===== config.mk =====
export PLATFORM = sky130hd
export DESIGN_NAME = master_window_am_control_flat
export DESIGN_NICKNAME = d
export VERILOG_FILES = /design/src/common/amctl_pkg.sv /design/src/common/amctl_link_if.sv /design/src/design/window_match.sv /design/src/design/master_window_am_control.sv /design/src/flat_wrapper.sv
export SDC_FILE = /design/constraint.sdc
export NUM_CORES = 1
export LEC_CHECK = 0
export BUFFER_PORTS_ARGS = -buffer_cell sky130_fd_sc_hd__buf_2
export CAP_MARGIN = 25
export CORE_ASPECT_RATIO = 1.2
export CORE_UTILIZATION = 48
export DETAILED_ROUTE_END_ITERATION = 7
export PLACE_DENSITY_LB_ADDON = 0.1
export SYNTH_ARGS = -nofsm -noshare
export SYNTH_HDL_FRONTEND = slang
export SYNTH_HIERARCHICAL = 1
export SYNTH_SLANG_ARGS = --single-unit

===== constraint.sdc =====
create_clock -name clk_in -period 2.3 [get_ports clk_in]
set_input_delay 0.345 -clock clk_in [delete_from_list [all_inputs] [get_ports clk_in]]
set_output_delay 0.345 -clock clk_in [all_outputs]
set_load 0.02 [all_outputs]

===== src/common/amctl_pkg.sv =====
// Constants, field layouts and state types for the master-window modifier control
// Assumes a single clock domain shared by the host end and the device end
package amctl_pkg;

  // Device I/O offsets (from the board's base)
  localparam logic [3:0] MODIFIER_REG_OFFSET = 4'h6;
  localparam logic [3:0] PAGE_REG_OFFSET = 4'h4;

  // Field positions of the modifier and window control register
  localparam int MOD_LSB = 8;
  localparam int MOD_MSB = 12;
  localparam int TC_END_BIT = 7;
  localparam int INDIV_BIT = 6;
  localparam int MM_EN_BIT = 4;
  localparam int SEG_MSB = 3;
  localparam logic [15:0] RESERVED_MASK = 16'he020;

  // Values after hard reset
  localparam logic [4:0] MODIFIER_RESET = 5'h00;
  localparam logic [3:0] SEGMENT_RESET = 4'h0;
  localparam logic [15:0] PAGE_RESET = 16'h0000;

  // Host address bits that select the 64 KB window
  localparam int WINDOW_LSB = 16;
  localparam int WINDOW_MSB = 19;

  // Modifier codes
  localparam logic [4:0] AM24_SUP_BLOCK = 5'h1f;
  localparam logic [4:0] AM24_SUP_PROG = 5'h1e;
  localparam logic [4:0] AM24_SUP_DATA = 5'h1d;
  localparam logic [4:0] AM24_NP_BLOCK = 5'h1b;
  localparam logic [4:0] AM24_NP_PROG = 5'h1a;
  localparam logic [4:0] AM24_NP_DATA = 5'h19;
  localparam logic [4:0] AM16_SUP = 5'h15;
  localparam logic [4:0] AM16_PRIORITY_SELECT = 5'h12;
  localparam logic [4:0] AM16_NP = 5'h11;
  localparam logic [4:0] AM_USER_LO = 5'h08;
  localparam logic [4:0] AM_USER_HI = 5'h0f;
  localparam logic [4:0] AM32_SUP_BLOCK = 5'h07;
  localparam logic [4:0] AM32_SUP_PROG = 5'h06;
  localparam logic [4:0] AM32_SUP_DATA = 5'h05;
  localparam logic [4:0] AM32_NP_BLOCK = 5'h03;
  localparam logic [4:0] AM32_NP_PROG = 5'h02;
  localparam logic [4:0] AM32_NP_DATA = 5'h01;

  // Host controller register offsets
  localparam logic [7:0] HOST_IO_DATA = 8'h00;
  localparam logic [7:0] HOST_IO_GO = 8'h04;
  localparam logic [7:0] HOST_MEM_ADDR = 8'h08;
  localparam logic [7:0] HOST_MEM_DATA = 8'h0c;
  localparam logic [7:0] HOST_MEM_GO = 8'h10;
  localparam logic [7:0] HOST_TC = 8'h14;
  localparam logic [7:0] HOST_STATUS = 8'h18;
  localparam logic [7:0] HOST_RDATA = 8'h1c;

  // Lowest segment that host software may open the window on
  localparam logic [3:0] MIN_SEGMENT = 4'h8;

  typedef enum logic [1:0] {EXT_IDLE, EXT_XFER, EXT_HOLD, EXT_LAST} ext_state_type;

endpackage


===== src/common/amctl_link_if.sv =====
// Link between the host side (processor and DMA) and the interface board
// Assumes both ends run on the same clock; no clocking block here
`timescale 1ns/1ps
interface amctl_link_if;
  logic io_wr;
  logic [3:0] io_addr;
  logic [1:0] io_be;
  logic [15:0] io_wdata;
  logic mem_req;
  logic mem_wr;
  logic [19:0] mem_addr;
  logic [15:0] mem_wdata;
  logic mem_ack;
  logic mem_miss;
  logic [15:0] mem_rdata;
  logic dma_tc;

  modport device_mp (
    input io_wr, io_addr, io_be, io_wdata, mem_req, mem_wr, mem_addr, mem_wdata, dma_tc,
    output mem_ack, mem_miss, mem_rdata
  );
  modport host_mp (
    output io_wr, io_addr, io_be, io_wdata, mem_req, mem_wr, mem_addr, mem_wdata, dma_tc,
    input mem_ack, mem_miss, mem_rdata
  );
endinterface


===== src/design/window_match.sv =====
// Compares the programmed segment against the host address bits
// Assumes both inputs are stable in the cycle they are compared
`timescale 1ns/1ps
module window_match #(
  parameter int SEG_W = 4
) (
  // Window setting
  input wire logic enable_in,
  input wire logic [SEG_W-1:0] segment_in,
  // Host address slice
  input wire logic [SEG_W-1:0] addr_slice_in,
  // Result
  output logic hit_out
);
  assign hit_out = enable_in && (segment_in == addr_slice_in);
endmodule


===== src/design/master_window_am_control.sv =====
// Board end: modifier and window control register, page register and master-mode cycle engine
// Assumes the host holds mem_req until mem_ack and the expansion bus slave answers with ext_ack_in
`timescale 1ns/1ps

// Operation
// - control register at offset 06, byte/word writes
// - host writes zero to bits 15-13
// - host writes zero to bit 5
// - modifier field drives bus modifier lines
// - 24-bit modifier codes as listed
// - 16-bit modifier codes as listed
// - 32-bit modifier codes as listed
// - user-defined codes pass through unchanged
// - terminal count clears indivisible when enabled
// - terminal count ignored when end-enable clear
// - indivisible sequence keeps other masters out
// - address first transfer only, strobe held
// - host clears indivisible before final transfer
// - clearing indivisible releases address strobe
// - reset and terminal count clear indivisible
// - host sets indivisible before block transfers
// - master enable gates master mode; reset clears
// - host enables master only with proper segment
// - segment compared against host address 19-16
// - page register supplies bus address 31-16
module master_window_am_control (
  // Clock, reset, enable
  input wire logic clk_in,
  input wire logic reset_in,
  input wire logic ce_in,
  // Host side
  amctl_link_if.device_mp link,
  // Expansion bus side
  output logic ext_req_out,
  output logic ext_wr_out,
  output logic [31:0] ext_addr_out,
  output logic ext_addr_valid_out,
  output logic [4:0] addr_modifier_lines_out,
  output logic addr_strobe_n_out,
  output logic ext_lock_out,
  output logic [15:0] ext_wdata_out,
  input wire logic ext_ack_in,
  input wire logic [15:0] ext_rdata_in,
  // Register view for observation
  output logic master_mode_enable_out,
  output logic indivisible_enable_out
);

  typedef struct packed {
    amctl_pkg::ext_state_type state;
    logic [4:0] master_modifier_field;
    logic tc_end_enable;
    logic indivisible_enable;
    logic master_mode_enable;
    logic [3:0] master_window_segment;
    logic [15:0] master_upper_page_bits;
    logic [15:0] offset;
    logic wr;
    logic [15:0] wdata;
    logic addr_phase;
    logic strobe_n;
    logic req;
    logic lock;
    logic mem_ack;
    logic mem_miss;
    logic [15:0] rdata;
  } dev_state_type;

  localparam dev_state_type DEV_RESET = '{
    state: amctl_pkg::EXT_IDLE,
    master_modifier_field: amctl_pkg::MODIFIER_RESET,
    master_window_segment: amctl_pkg::SEGMENT_RESET,
    master_upper_page_bits: amctl_pkg::PAGE_RESET,
    strobe_n: 1'b1,
    default: '0
  };

  dev_state_type cur_ff;
  dev_state_type nxt_cur;
  logic window_hit;
  logic take_req;

  window_match #(
    .SEG_W(amctl_pkg::WINDOW_MSB - amctl_pkg::WINDOW_LSB + 1)
  ) u_window (
    .enable_in(cur_ff.master_mode_enable),
    .segment_in(cur_ff.master_window_segment),
    .addr_slice_in(link.mem_addr[amctl_pkg::WINDOW_MSB:amctl_pkg::WINDOW_LSB]),
    .hit_out(window_hit)
  );

  // The ack cycle still shows the old request, so it is never taken twice
  assign take_req = link.mem_req && !cur_ff.mem_ack;

  always_comb
  begin
    nxt_cur = cur_ff;
    nxt_cur.mem_ack = 1'b0;
    nxt_cur.mem_miss = 1'b0;

    // Terminal count first, so a software write in the same cycle wins
    if (link.dma_tc && cur_ff.tc_end_enable)
    begin
      nxt_cur.indivisible_enable = 1'b0;
    end

    if (link.io_wr && link.io_addr == amctl_pkg::MODIFIER_REG_OFFSET)
    begin
      if (link.io_be[1])
      begin
        nxt_cur.master_modifier_field = link.io_wdata[amctl_pkg::MOD_MSB:amctl_pkg::MOD_LSB];
      end
      if (link.io_be[0])
      begin
        nxt_cur.tc_end_enable = link.io_wdata[amctl_pkg::TC_END_BIT];
        nxt_cur.indivisible_enable = link.io_wdata[amctl_pkg::INDIV_BIT];
        nxt_cur.master_mode_enable = link.io_wdata[amctl_pkg::MM_EN_BIT];
        nxt_cur.master_window_segment = link.io_wdata[amctl_pkg::SEG_MSB:0];
      end
    end
    if (link.io_wr && link.io_addr == amctl_pkg::PAGE_REG_OFFSET)
    begin
      if (link.io_be[1])
      begin
        nxt_cur.master_upper_page_bits[15:8] = link.io_wdata[15:8];
      end
      if (link.io_be[0])
      begin
        nxt_cur.master_upper_page_bits[7:0] = link.io_wdata[7:0];
      end
    end

    unique case (cur_ff.state)
      amctl_pkg::EXT_IDLE:
      begin
        if (take_req && window_hit)
        begin
          nxt_cur.state = amctl_pkg::EXT_XFER;
          nxt_cur.req = 1'b1;
          nxt_cur.offset = link.mem_addr[15:0];
          nxt_cur.wr = link.mem_wr;
          nxt_cur.wdata = link.mem_wdata;
          nxt_cur.addr_phase = 1'b1;
          nxt_cur.strobe_n = 1'b0;
        end
        else if (take_req)
        begin
          nxt_cur.mem_ack = 1'b1;
          nxt_cur.mem_miss = 1'b1;
        end
      end
      amctl_pkg::EXT_XFER:
      begin
        if (ext_ack_in)
        begin
          nxt_cur.req = 1'b0;
          nxt_cur.addr_phase = 1'b0;
          nxt_cur.mem_ack = 1'b1;
          nxt_cur.rdata = ext_rdata_in;
          if (cur_ff.strobe_n)
          begin
            nxt_cur.state = amctl_pkg::EXT_IDLE;
          end
          else if (cur_ff.indivisible_enable)
          begin
            nxt_cur.state = amctl_pkg::EXT_HOLD;
          end
          else
          begin
            nxt_cur.state = amctl_pkg::EXT_IDLE;
            nxt_cur.strobe_n = 1'b1;
          end
        end
      end
      amctl_pkg::EXT_HOLD:
      begin
        if (!cur_ff.indivisible_enable)
        begin
          // Strobe released: the slave now expects exactly one more transfer
          nxt_cur.state = amctl_pkg::EXT_LAST;
          nxt_cur.strobe_n = 1'b1;
        end
        else if (take_req && window_hit)
        begin
          nxt_cur.state = amctl_pkg::EXT_XFER;
          nxt_cur.req = 1'b1;
          nxt_cur.offset = link.mem_addr[15:0];
          nxt_cur.wr = link.mem_wr;
          nxt_cur.wdata = link.mem_wdata;
        end
        else if (take_req)
        begin
          nxt_cur.mem_ack = 1'b1;
          nxt_cur.mem_miss = 1'b1;
        end
      end
      amctl_pkg::EXT_LAST:
      begin
        if (take_req && window_hit)
        begin
          nxt_cur.state = amctl_pkg::EXT_XFER;
          nxt_cur.req = 1'b1;
          nxt_cur.offset = link.mem_addr[15:0];
          nxt_cur.wr = link.mem_wr;
          nxt_cur.wdata = link.mem_wdata;
        end
        else if (take_req)
        begin
          nxt_cur.mem_ack = 1'b1;
          nxt_cur.mem_miss = 1'b1;
        end
      end
    endcase

    // Bus stays owned from the first address until the sequence ends
    nxt_cur.lock = (nxt_cur.state != amctl_pkg::EXT_IDLE);
  end

  always_ff @(posedge clk_in)
  begin
    if (reset_in)
    begin
      cur_ff <= DEV_RESET;
    end
    else if (ce_in)
    begin
      cur_ff <= nxt_cur;
    end
  end

  assign ext_req_out = cur_ff.req;
  assign ext_wr_out = cur_ff.wr;
  assign ext_addr_out = {cur_ff.master_upper_page_bits, cur_ff.offset};
  assign ext_addr_valid_out = cur_ff.addr_phase;
  // Every code, reserved and user-defined ones included, goes out as written
  assign addr_modifier_lines_out = cur_ff.master_modifier_field;
  assign addr_strobe_n_out = cur_ff.strobe_n;
  assign ext_lock_out = cur_ff.lock;
  assign ext_wdata_out = cur_ff.wdata;
  assign link.mem_ack = cur_ff.mem_ack;
  assign link.mem_miss = cur_ff.mem_miss;
  assign link.mem_rdata = cur_ff.rdata;
  assign master_mode_enable_out = cur_ff.master_mode_enable;
  assign indivisible_enable_out = cur_ff.indivisible_enable;

endmodule


===== src/flat_wrapper.sv =====
// flat-port wrapper written by rule: the top's interface ports become plain ports
module master_window_am_control_flat 
  (clk_in, reset_in, ce_in, ext_req_out, ext_wr_out, ext_addr_out, ext_addr_valid_out, addr_modifier_lines_out, addr_strobe_n_out, ext_lock_out, ext_wdata_out, ext_ack_in, ext_rdata_in, master_mode_enable_out, indivisible_enable_out, link_io_wr, link_io_addr, link_io_be, link_io_wdata, link_mem_req, link_mem_wr, link_mem_addr, link_mem_wdata, link_dma_tc, link_mem_ack, link_mem_miss, link_mem_rdata);
  amctl_link_if link_i ();
  input wire logic clk_in;
  input wire logic reset_in;
  input wire logic ce_in;
  output logic ext_req_out;
  output logic ext_wr_out;
  output logic [31:0] ext_addr_out;
  output logic ext_addr_valid_out;
  output logic [4:0] addr_modifier_lines_out;
  output logic addr_strobe_n_out;
  output logic ext_lock_out;
  output logic [15:0] ext_wdata_out;
  input wire logic ext_ack_in;
  input wire logic [15:0] ext_rdata_in;
  output logic master_mode_enable_out;
  output logic indivisible_enable_out;
  input wire logic [$bits(link_i.io_wr)-1:0] link_io_wr;
  input wire logic [$bits(link_i.io_addr)-1:0] link_io_addr;
  input wire logic [$bits(link_i.io_be)-1:0] link_io_be;
  input wire logic [$bits(link_i.io_wdata)-1:0] link_io_wdata;
  input wire logic [$bits(link_i.mem_req)-1:0] link_mem_req;
  input wire logic [$bits(link_i.mem_wr)-1:0] link_mem_wr;
  input wire logic [$bits(link_i.mem_addr)-1:0] link_mem_addr;
  input wire logic [$bits(link_i.mem_wdata)-1:0] link_mem_wdata;
  input wire logic [$bits(link_i.dma_tc)-1:0] link_dma_tc;
  output wire logic [$bits(link_i.mem_ack)-1:0] link_mem_ack;
  output wire logic [$bits(link_i.mem_miss)-1:0] link_mem_miss;
  output wire logic [$bits(link_i.mem_rdata)-1:0] link_mem_rdata;
  assign link_i.io_wr = link_io_wr;
  assign link_i.io_addr = link_io_addr;
  assign link_i.io_be = link_io_be;
  assign link_i.io_wdata = link_io_wdata;
  assign link_i.mem_req = link_mem_req;
  assign link_i.mem_wr = link_mem_wr;
  assign link_i.mem_addr = link_mem_addr;
  assign link_i.mem_wdata = link_mem_wdata;
  assign link_i.dma_tc = link_dma_tc;
  assign link_mem_ack = link_i.mem_ack;
  assign link_mem_miss = link_i.mem_miss;
  assign link_mem_rdata = link_i.mem_rdata;
  master_window_am_control u_core (.clk_in(clk_in), .reset_in(reset_in), .ce_in(ce_in), .link(link_i), .ext_req_out(ext_req_out), .ext_wr_out(ext_wr_out), .ext_addr_out(ext_addr_out), .ext_addr_valid_out(ext_addr_valid_out), .addr_modifier_lines_out(addr_modifier_lines_out), .addr_strobe_n_out(addr_strobe_n_out), .ext_lock_out(ext_lock_out), .ext_wdata_out(ext_wdata_out), .ext_ack_in(ext_ack_in), .ext_rdata_in(ext_rdata_in), .master_mode_enable_out(master_mode_enable_out), .indivisible_enable_out(indivisible_enable_out));
endmodule

# ---- Word-level counts from Yosys, hierarchy flattened
# Index checks and enable logic that the tools add are counted.
# Widths: inputs -> output; s select.
dict set report totals {
  regBits 85
  output_inout_bits 78
}
dict set report op_classes {
  reduce_logical 22
  n_eq_ne 10
  muxes 28
}
# cell n
set ops {}
lappend ops {{$pmux 33 s3} 1}
lappend ops {{$mux 33} 2}
lappend ops {{$mux 36} 1}
lappend ops {{$mux 2} 8}
lappend ops {{$reduce_and 3->1} 5}
lappend ops {{$mux 6} 2}
lappend ops {{$reduce_and 4->1} 3}
lappend ops {{$eq 4x3->1 const B} 2}
lappend ops {{$mux 1} 7}
lappend ops {{$logic_and 1x1->1} 6}
lappend ops {{$pmux 1 s3} 2}
lappend ops {{$pmux 2 s3} 1}
lappend ops {{$reduce_bool 3->1} 2}
lappend ops {{$reduce_and 5->1} 1}
lappend ops {{$eq 2x2->1 const B} 2}
lappend ops {{$eq 4x4->1} 1}
lappend ops {{$ne 2x1->1 const B} 2}
lappend ops {{$ne 2x2->1 const B} 2}
lappend ops {{$pmux 1 s2} 2}
lappend ops {{$pmux 1 s4} 1}
lappend ops {{$reduce_bool 2->1} 2}
lappend ops {{$mux 3} 1}
lappend ops {{$eq 2x1->1 const B} 1}
lappend ops {{$logic_not 2->1} 1}
lappend ops {{2 further kinds} 2}

# ---- Longest topological paths before layout
# Gate-level depths: netlist (run 1).
dict set report depth {
  depth_word 7
  depth_mapped 8
  mapped_depth_nobuf 7
}

# ---- Hierarchy
# Netlist (run 1), hierarchy kept.
# mod instances area_each_um2 cells_each
set by_module_without_submodules {}
lappend by_module_without_submodules {master_window_am_control 1 3905.0 447}
lappend by_module_without_submodules {window_match 1 65.1 9}

# ---- Worst setup path before layout (run 1)
# Ideal clock, no wire load.
dict set report synth_timing {
  kind {in2reg}
  start {input port link_mem_addr[16]}
  end {register u_core.cur_ff (netlist bit u_core/addr_strobe_n_out)}
  t_required_ns 2.237
  setup_slack_ns 0.439
  setup_ns 0.063
  t_arrival_ns 1.798
  path_buffers 0
  path_stages 7
  cell_sequence {inv_1 -> a222oi_1 -> nor3b_2 -> nand3b_4 -> and2_4 -> or4b_1 -> nand3b_1}
}
dict set report synth_between {
  elab_chain_len 5
}
# element line
set synth_lines {}
lappend synth_lines {{start, declared} flat_wrapper.sv:26} ;# input wire logic [$bits(link_i.mem_addr)-1:0] link_mem_addr;
lappend synth_lines {{$eq 4x4->1} window_match.sv:15} ;# assign hit_out = enable_in && (segment_in == addr_slice_in);
lappend synth_lines {{$logic_and 1x1->1} window_match.sv:15}
lappend synth_lines {{net u_core.window_hit} master_window_am_control.sv:80} ;# logic window_hit;
lappend synth_lines {{$logic_and 1x1->1} master_window_am_control.sv:136} ;# if (take_req && window_hit)
lappend synth_lines {{$ne 2x1->1 (no source line)} -}
lappend synth_lines {{$reduce_and 5->1 (no source line)} -}
lappend synth_lines {{end signal, assigned} master_window_am_control.sv:227} ;# cur_ff <= nxt_cur;
lappend synth_lines {{end, declared} master_window_am_control.sv:78} ;# dev_state_type cur_ff;
# The timed path passes the listed nets, and every way through them passes these cells.
# A chain may end at the register's enable or synchronous reset.

# ---- Worst setup path after layout (run 1)
dict set report layout_timing {
  start {register u_core/cur_ff[71] (netlist bit)}
  end {register u_core.cur_ff (netlist bit u_core/ext_addr_out[12])}
}
dict set report layout_between {
  elab_chain_len 6
  word_cells_on_any_way 8
}
# element line
set layout_lines {}
lappend layout_lines {{$eq 4x4->1 *} window_match.sv:15}
lappend layout_lines {{$logic_and 1x1->1 *} window_match.sv:15}
lappend layout_lines {{net u_core.window_hit} master_window_am_control.sv:80}
lappend layout_lines {{$logic_and 1x1->1 *} {master_window_am_control.sv:136, master_window_am_control.sv:183, master_window_am_control.sv:199}}
lappend layout_lines {{$mux 33 (2 in series)} -}
lappend layout_lines {{$pmux 33 s3} -}
# The timed path passes the listed nets; every way through them passes the cells marked *. The select of a mux whose other input is x is not followed.

==> run_results.csv, run 1 <==
group,metric,value,unit
synth,ys_async_sr_fraction,0,
clock_tree,ctsHtreeMaxLevel,3,
synth,syn_area,3970,um^2
clock_tree,path_clk_slew,0.09,ns
synth,synth_cells,456,
worst_setup_path,crit_arrival,2.37,ns
worst_setup_path,worst-path-buf-inv,0,
timing,fin_crit,2.11,ns
clock_tree,postCtsSetupRepairBufs,0,
global_routing,antenna_found_initial,0,
cells_and_area,mostFrequentLayoutCells,"159 x buf_2, 104 x nand2_1, 85 x dfxtp_1, 45 x a21oi_1, 32 x nor2_1",
worst_setup_path,critPathCaptureType,"flop",
timing,fmax,473,MHz
floorplanning,die_area,8640,um^2
synth,synth_seq_area_share,0.429,
drt,final_antenna_net_count,0,
global_routing,grt_use_total,0.186,
clock_tree,clock_sinks,85,
power_and_ir_drop,fin_total_pwr,0.00313,W
timing,fin_hold_ws,0.231,ns
drt,drc,0,
synth,synth_seq_cells,85,
cells_and_area,fin_util,0.578,
global_routing,grt_pass1_vias,2836,
hold_path,hold_class,"input port to flop",
floorplanning,dieHeight,102,um
placement,dp_hpwl,5.73,mm
placement,port_buffers,159,
global_routing,grt_max_degree,87,
global_routing,grt_pass1_wl,12.9,mm
cells_and_area,nets,628,
floorplanning,initial_core_util,0.506,
power_and_ir_drop,p_leak,2.24,nW
cells_and_area,drive_gt1_frac,0.368,
status,outcome,"complete, no violations",
hold_path,min-delay-start,"ext_rdata_in[9]",
cells_and_area,syn_to_final_growth,14.1,%
worst_setup_path,cp_cell_sequence,"a222oi_1 > nor3b_2 > and3b_4 > o2111a_4 > nand2_1 > a21oi_1",
clock_tree,cts-resized-gates,0,
synth,syn_nets,543,
global_routing,gr-total-overflow,0,
timing,rsz0062_at_grt,"false",
timing,finalCritPeriodShare,0.918,
floorplanning,pin_count,160,
synth,synth_top_area_frac,0.429,
timing,maxSlewViolCount,0,
clock_tree,ctsHoldBuffers,0,
drt,routed_wl,8.09,mm
drt,avgRoutedWirePerCell,12.7,um
timing,max_slew_margin,0.611,
floorplanning,coreArea,7840,um^2
synth,synth-edff-count,0,
synth,synth_area_leader_cell,"dfxtp_1",
clock_tree,clock_path_buffers,2,
timing,tightest_slew,0.582,ns
floorplanning,fp-row-count,35,
worst_setup_path,worstReg2RegStart,"u_core/cur_ff[71]$_SDFFE_PP0P_",
flow_run,drv_cap,0,
worst_setup_path,cp_slowest_cell,"o2111a_4",
cells_and_area,n_antenna_cell,0,
clock_tree,clock_latency,0.34,ns
synth,ys.flop_type,"dfxtp_1",
power_and_ir_drop,p_per_area,690,nW/um^2
drt,via_per_inst,4.88,
worst_setup_path,cp_top_family,"compound AO/OA/AOI/OAI gates",
drt,vias,3115,
clock_tree,cts_root_buf,"clkbuf_8",
synth,ys_types,44,
synth,synth_area_per_cell,8.71,um^2
timing,tns,0,ns
worst_setup_path,critPathRequiredTime,2.56,ns
drt,firstDrtPassIters,6,
synth,yosysWarnings,6,
synth,synthTopCellsByArea,"dfxtp_1 43%, buf_4 13%, nand2_1 9.8%",
cells_and_area,layout_commonest_cell,"buf_2",
clock_tree,cts_buffers,9,
worst_setup_path,start_kind,"flop",
timing,hold_viol,0,
timing,finalSetupViolCount,0,
power_and_ir_drop,vdd_drop_max,0.000386,V
worst_setup_path,path_class,"flop to flop",
floorplanning,die_x,85.0,um
worst_setup_path,path_max_fanout,33,
placement,gp_congestion,0.832,
worst_setup_path,setup.worst_path.start,"u_core/cur_ff[71]$_SDFFE_PP0P_",
worst_setup_path,max_stage_delay,0.47,ns
drt,drt_iter0_markers,142,
timing,fin_skew,0.0144,ns
clock_tree,cts_tree,"yes",
-- metal layers --
layer / vias up / wire, um / GRT usage / part of all wire
li1: 1598 / - / - / -
met1: 1397 / 3610 / 0.221 / 0.45
met2: 118 / 3800 / 0.316 / 0.47
met3: 2 / 637 / 0.0636 / 0.079
met4: 0 / 38 / 0.0574 / 0.0047
met5: - / 0 / 0 / 0
-- power breakdown --
group / internal (W) / switching [W] / leakage (nW)
clock: 0.000756 / 0.000520 / 0.120
combinational: 0.000133 / 0.000190 / 1.43
sequential: 0.00151 / 0.0000207 / 0.687
-- cell type report --
cell class,count,area (um^2)
Sequential cell,85,1700
Multi-Input combinational cell,273,1580
Clock inverter,5,106
Fill cell,762,3310
Tap cell,92,115
Clock buffer,11,141
Inverter,7,26.3
Timing Repair Buffer,165,853
-- registers in the layout, summed over array words and instances (netlist names), 5 cells and up --
name and count:
u_core/addr_modifier_lines_out 5, u_core/cur_ff 7, u_core/ext_addr_out 32, u_core/ext_wdata_out 16, u_core/link.mem_rdata 16
-- stage by stage --
stage	setup slack (ns)	instance area, um^2	std cells
2_1_floorplan	0.439	3970	456
4_1_cts	0.164	4530	638
6_report	0.188	4530	638
5_1_grt	0.0374	4530	638
3_3_place_gp	0.120	4280	622
3_5_place_dp	0.0736	4280	622
-- worst min-delay path: cells and delay by family --
kind | cells | cell delay [ns]
AO/OA/AOI/OAI | 1 | 0.05
buffers and inverters | 1 | 0.09
AND/OR/NAND/NOR | 1 | 0.04
-- worst paths after layout --
path / end / slack, ns / cells after the start
max: u_core/ext_addr_out[12]$_SDFFE_PP0P_ / 0.19 / 6
min: u_core/link.mem_rdata[9]$_SDFFE_PP0P_ / 0.23 / 3
max reg2reg: u_core/ext_addr_out[12]$_SDFFE_PP0P_ / 0.19 / 6
min reg2reg: u_core/link.mem_rdata[1]$_SDFFE_PP0P_ / 0.45 / 2
-- kinds of logic after synthesis --
kind of cell               after synthesis  share of synthesized area
DFF                                     85                      0.429
AOI/OAI and AO/OA                       72                      0.117
buffers and inverters                   98                      0.172
xor gates and xnor gates                 1                    0.00221
muxes                                   29                     0.0731
and+or+nand+nor                        166                      0.191
adders and majority gates                5                     0.0158
-- synth_stat cells, drive strengths merged (3+ instances only) --
cell and number:
nand3 3, ha 5, nor2 32, a211oi 3, nand2 104, clkbuf 10, buf 81, a21oi 54
dfxtp 85, nand4b 3, nand2b 7, mux2i 29, o21ai 6, inv 7, nor3 3
Power figures use the tool's default switching activity.
==> run 2, diff against run 1 <==
--- a/config.mk
+++ b/config.mk
@@ -5,10 +5,12 @@
 export SDC_FILE = /design/constraint.sdc
 export NUM_CORES = 1
 export LEC_CHECK = 0
-export BUFFER_PORTS_ARGS = -buffer_cell sky130_fd_sc_hd__buf_2
+export BUFFER_PORTS_ARGS = -buffer_cell sky130_fd_sc_hd__buf_4
 export CAP_MARGIN = 25
+export CELL_PAD_IN_SITES_DETAIL_PLACEMENT = 1
+export CELL_PAD_IN_SITES_GLOBAL_PLACEMENT = 2
 export CORE_ASPECT_RATIO = 1.2
-export CORE_UTILIZATION = 48
+export CORE_UTILIZATION = 27
 export DETAILED_ROUTE_END_ITERATION = 7
 export PLACE_DENSITY_LB_ADDON = 0.1
 export SYNTH_ARGS = -nofsm -noshare
==> run 2 against run 1 <==
  * Worst setup slack improved by 0.095 ns
  * Register-to-register slack improved by 0.09 ns
  * Global-route usage decreased by 4.4 points
  * Critical path type unchanged
  * Via count increased by 4.4%
  * First-iteration DRC count decreased by 37%
  * Clock power increased by 23%
  * Fmax increased by 4.7%
==> run_results.csv, run 2 (synthesized netlist as in run 1, its figures left out) <==
group,metric,value,unit
power_and_ir_drop,p_per_area,684,nW/um^2
drt,drt_iter0_markers,90,
cells_and_area,seq_area,1700,um^2
flow_run,drv_cap,0,
timing,finalSetupViolCount,0,
clock_tree,cts_tree,"yes",
worst_setup_path,max_stage_delay,0.51,ns
cells_and_area,layout_commonest_cell,"buf_4",
drt,via_per_inst,4.50,
drt,drc,0,
worst_setup_path,crit_arrival,2.30,ns
clock_tree,ctsHoldBuffers,0,
timing,hold_viol,0,
worst_setup_path,start_kind,"flop",
worst_setup_path,cp_slowest_cell,"or4b_1",
power_and_ir_drop,p_leak,2.35,nW
placement,place_inst,707,
clock_tree,postCtsSetupRepairBufs,0,
drt,final_antenna_net_count,0,
worst_setup_path,worstReg2RegStart,"u_core/cur_ff[71]$_SDFFE_PP0P_",
timing,max_slew_margin,0.569,
placement,dp_hpwl,7.60,mm
power_and_ir_drop,fin_total_pwr,0.00350,W
worst_setup_path,path_max_fanout,5,
placement,port_buffers,159,
clock_tree,cts_root_buf,"clkbuf_16",
drt,firstDrtPassIters,4,
cells_and_area,final_cells,723,
clock_tree,clock_latency,0.34,ns
floorplanning,initial_core_util,0.277,
cells_and_area,largest_reg_flops,32,
drt,vias,3251,
timing,rsz0062_at_grt,"false",
power_and_ir_drop,vdd_drop_max,0.000319,V
floorplanning,pin_count,160,
floorplanning,die_area,15200,um^2
timing,fin_crit,2.02,ns
cells_and_area,drive_gt1_frac,0.367,
global_routing,grt_use_total,0.142,
cells_and_area,multi_input_area,1580,um^2
worst_setup_path,r2r_slack,0.28,ns
cells_and_area,fill_cells,1708,
cells_and_area,design_area,5120,um^2
clock_tree,path_clk_slew,0.06,ns
drt,avgRoutedWirePerCell,14.5,um
worst_setup_path,path_class,"flop to flop",
timing,maxSlewViolCount,0,
floorplanning,fp-row-count,48,
worst_setup_path,cp-endpoint,"u_core/addr_strobe_n_out$_SDFFE_PP1P_",
timing,fin_skew,0.00749,ns
timing,fmax,496,MHz
timing,tns,0,ns
global_routing,antenna_found_initial,0,
floorplanning,dieHeight,135,um
worst_setup_path,rr_endpoint,"u_core/addr_strobe_n_out$_SDFFE_PP1P_",
floorplanning,coreArea,14400,um^2
clock_tree,ctsHtreeMaxLevel,3,
worst_setup_path,critPathCaptureType,"flop",
hold_path,hold_class,"input port to flop",
global_routing,grt_max_degree,39,
cells_and_area,nets,630,
cells_and_area,n_antenna_cell,0,
cells_and_area,syn_to_final_growth,28.9,%
worst_setup_path,critPathRequiredTime,2.58,ns
clock_tree,cts_buffers,9,
cells_and_area,mostFrequentLayoutCells,"166 x buf_4, 104 x nand2_1, 85 x dfxtp_1, 45 x a21oi_1, 32 x nor2_1",
worst_setup_path,cp_cell_sequence,"a222oi_1 > nor3b_2 > buf_4 > nand3b_4 > and2_4 > or4b_1 > nand3b_1",
worst_setup_path,setup.worst_path.start,"u_core/cur_ff[71]$_SDFFE_PP0P_",
global_routing,grt_pass1_vias,3229,
global_routing,grt_pass1_wl,16.6,mm
clock_tree,clock_sinks,85,
placement,gp_congestion,0.726,
global_routing,gr-total-overflow,0,
floorplanning,die_x,113,um
drt,routed_wl,10.5,mm
timing,tightest_slew,0.646,ns
clock_tree,clock_path_buffers,2,
timing,finalCritPeriodShare,0.877,
cells_and_area,fin_util,0.356,
clock_tree,cts-resized-gates,0,
worst_setup_path,rr_worst_depth,7,
placement,place_area,4800,um^2
status,outcome,"complete, no violations",
-- run 2: worst min path at each step --
stage / from / to / slack [ns] / depth (start not counted)
detailed placement: u_core/ext_wdata_out[14]$_SDFFE_PP0P_ / u_core/ext_wdata_out[14]$_SDFFE_PP0P_ / 0.45 / 2
global placement: u_core/link.mem_rdata[0]$_SDFFE_PP0P_ / u_core/link.mem_rdata[0]$_SDFFE_PP0P_ / 0.44 / 2
finish: link_io_wdata[5] / u_core/ext_addr_out[21]$_SDFFE_PP0P_ / 0.24 / 3
floorplan: u_core/ext_addr_out[10]$_SDFFE_PP0P_ / u_core/ext_addr_out[10]$_SDFFE_PP0P_ / 0.44 / 2
global route: link_io_wdata[14] / u_core/ext_addr_out[30]$_SDFFE_PP0P_ / 0.22 / 3
CTS: link_io_wdata[5] / u_core/ext_addr_out[21]$_SDFFE_PP0P_ / 0.22 / 3
-- run 2: layer usage --
| metal | wire length [um] | track usage | vias up |
|---|---|---|---|
| li1 | - | - | 1608 |
| met1 | 4620 | 0.171 | 1525 |
| met2 | 4850 | 0.227 | 108 |
| met3 | 860 | 0.0507 | 10 |
| met4 | 159 | 0.0622 | 0 |
| met5 | 0 | 0 | - |
-- run 2: layout make-up --
cell class / instances / share of cell area
flip-flops and latches: 85 / 0.333
multi-input cells: 273 / 0.310
repair buffers: 167 / 0.247
clock buffers: 13 / 0.0489
well taps: 175 / 0.0428
clock inverters: 3 / 0.0135
inverters: 7 / 0.00514
-- run 2: power breakdown --
part | switching, W | internal [W]
Sequential | 0.0000230 | 0.00151
Combinational | 0.000197 | 0.000189
Clock | 0.000597 | 0.000985
Total | 0.000818 | 0.00268
-- run 2: stage by stage --
step / hold WS (ns) / setup slack, ns
finish: 0.235 / 0.283
global route: 0.219 / 0.0357
CTS: 0.224 / 0.251
detailed placement: 0.449 / 0.146
global placement: 0.442 / 0.203
floorplan: 0.437 / 0.439
-- run 2: worst max-delay path: cells and delay by family, from the launching register on --
kind / cells / cell delay (ns)
simple gates: 5 / 1.13
flops: 1 / 0.33
compound gates: 1 / 0.33
buf+inv: 1 / 0.16
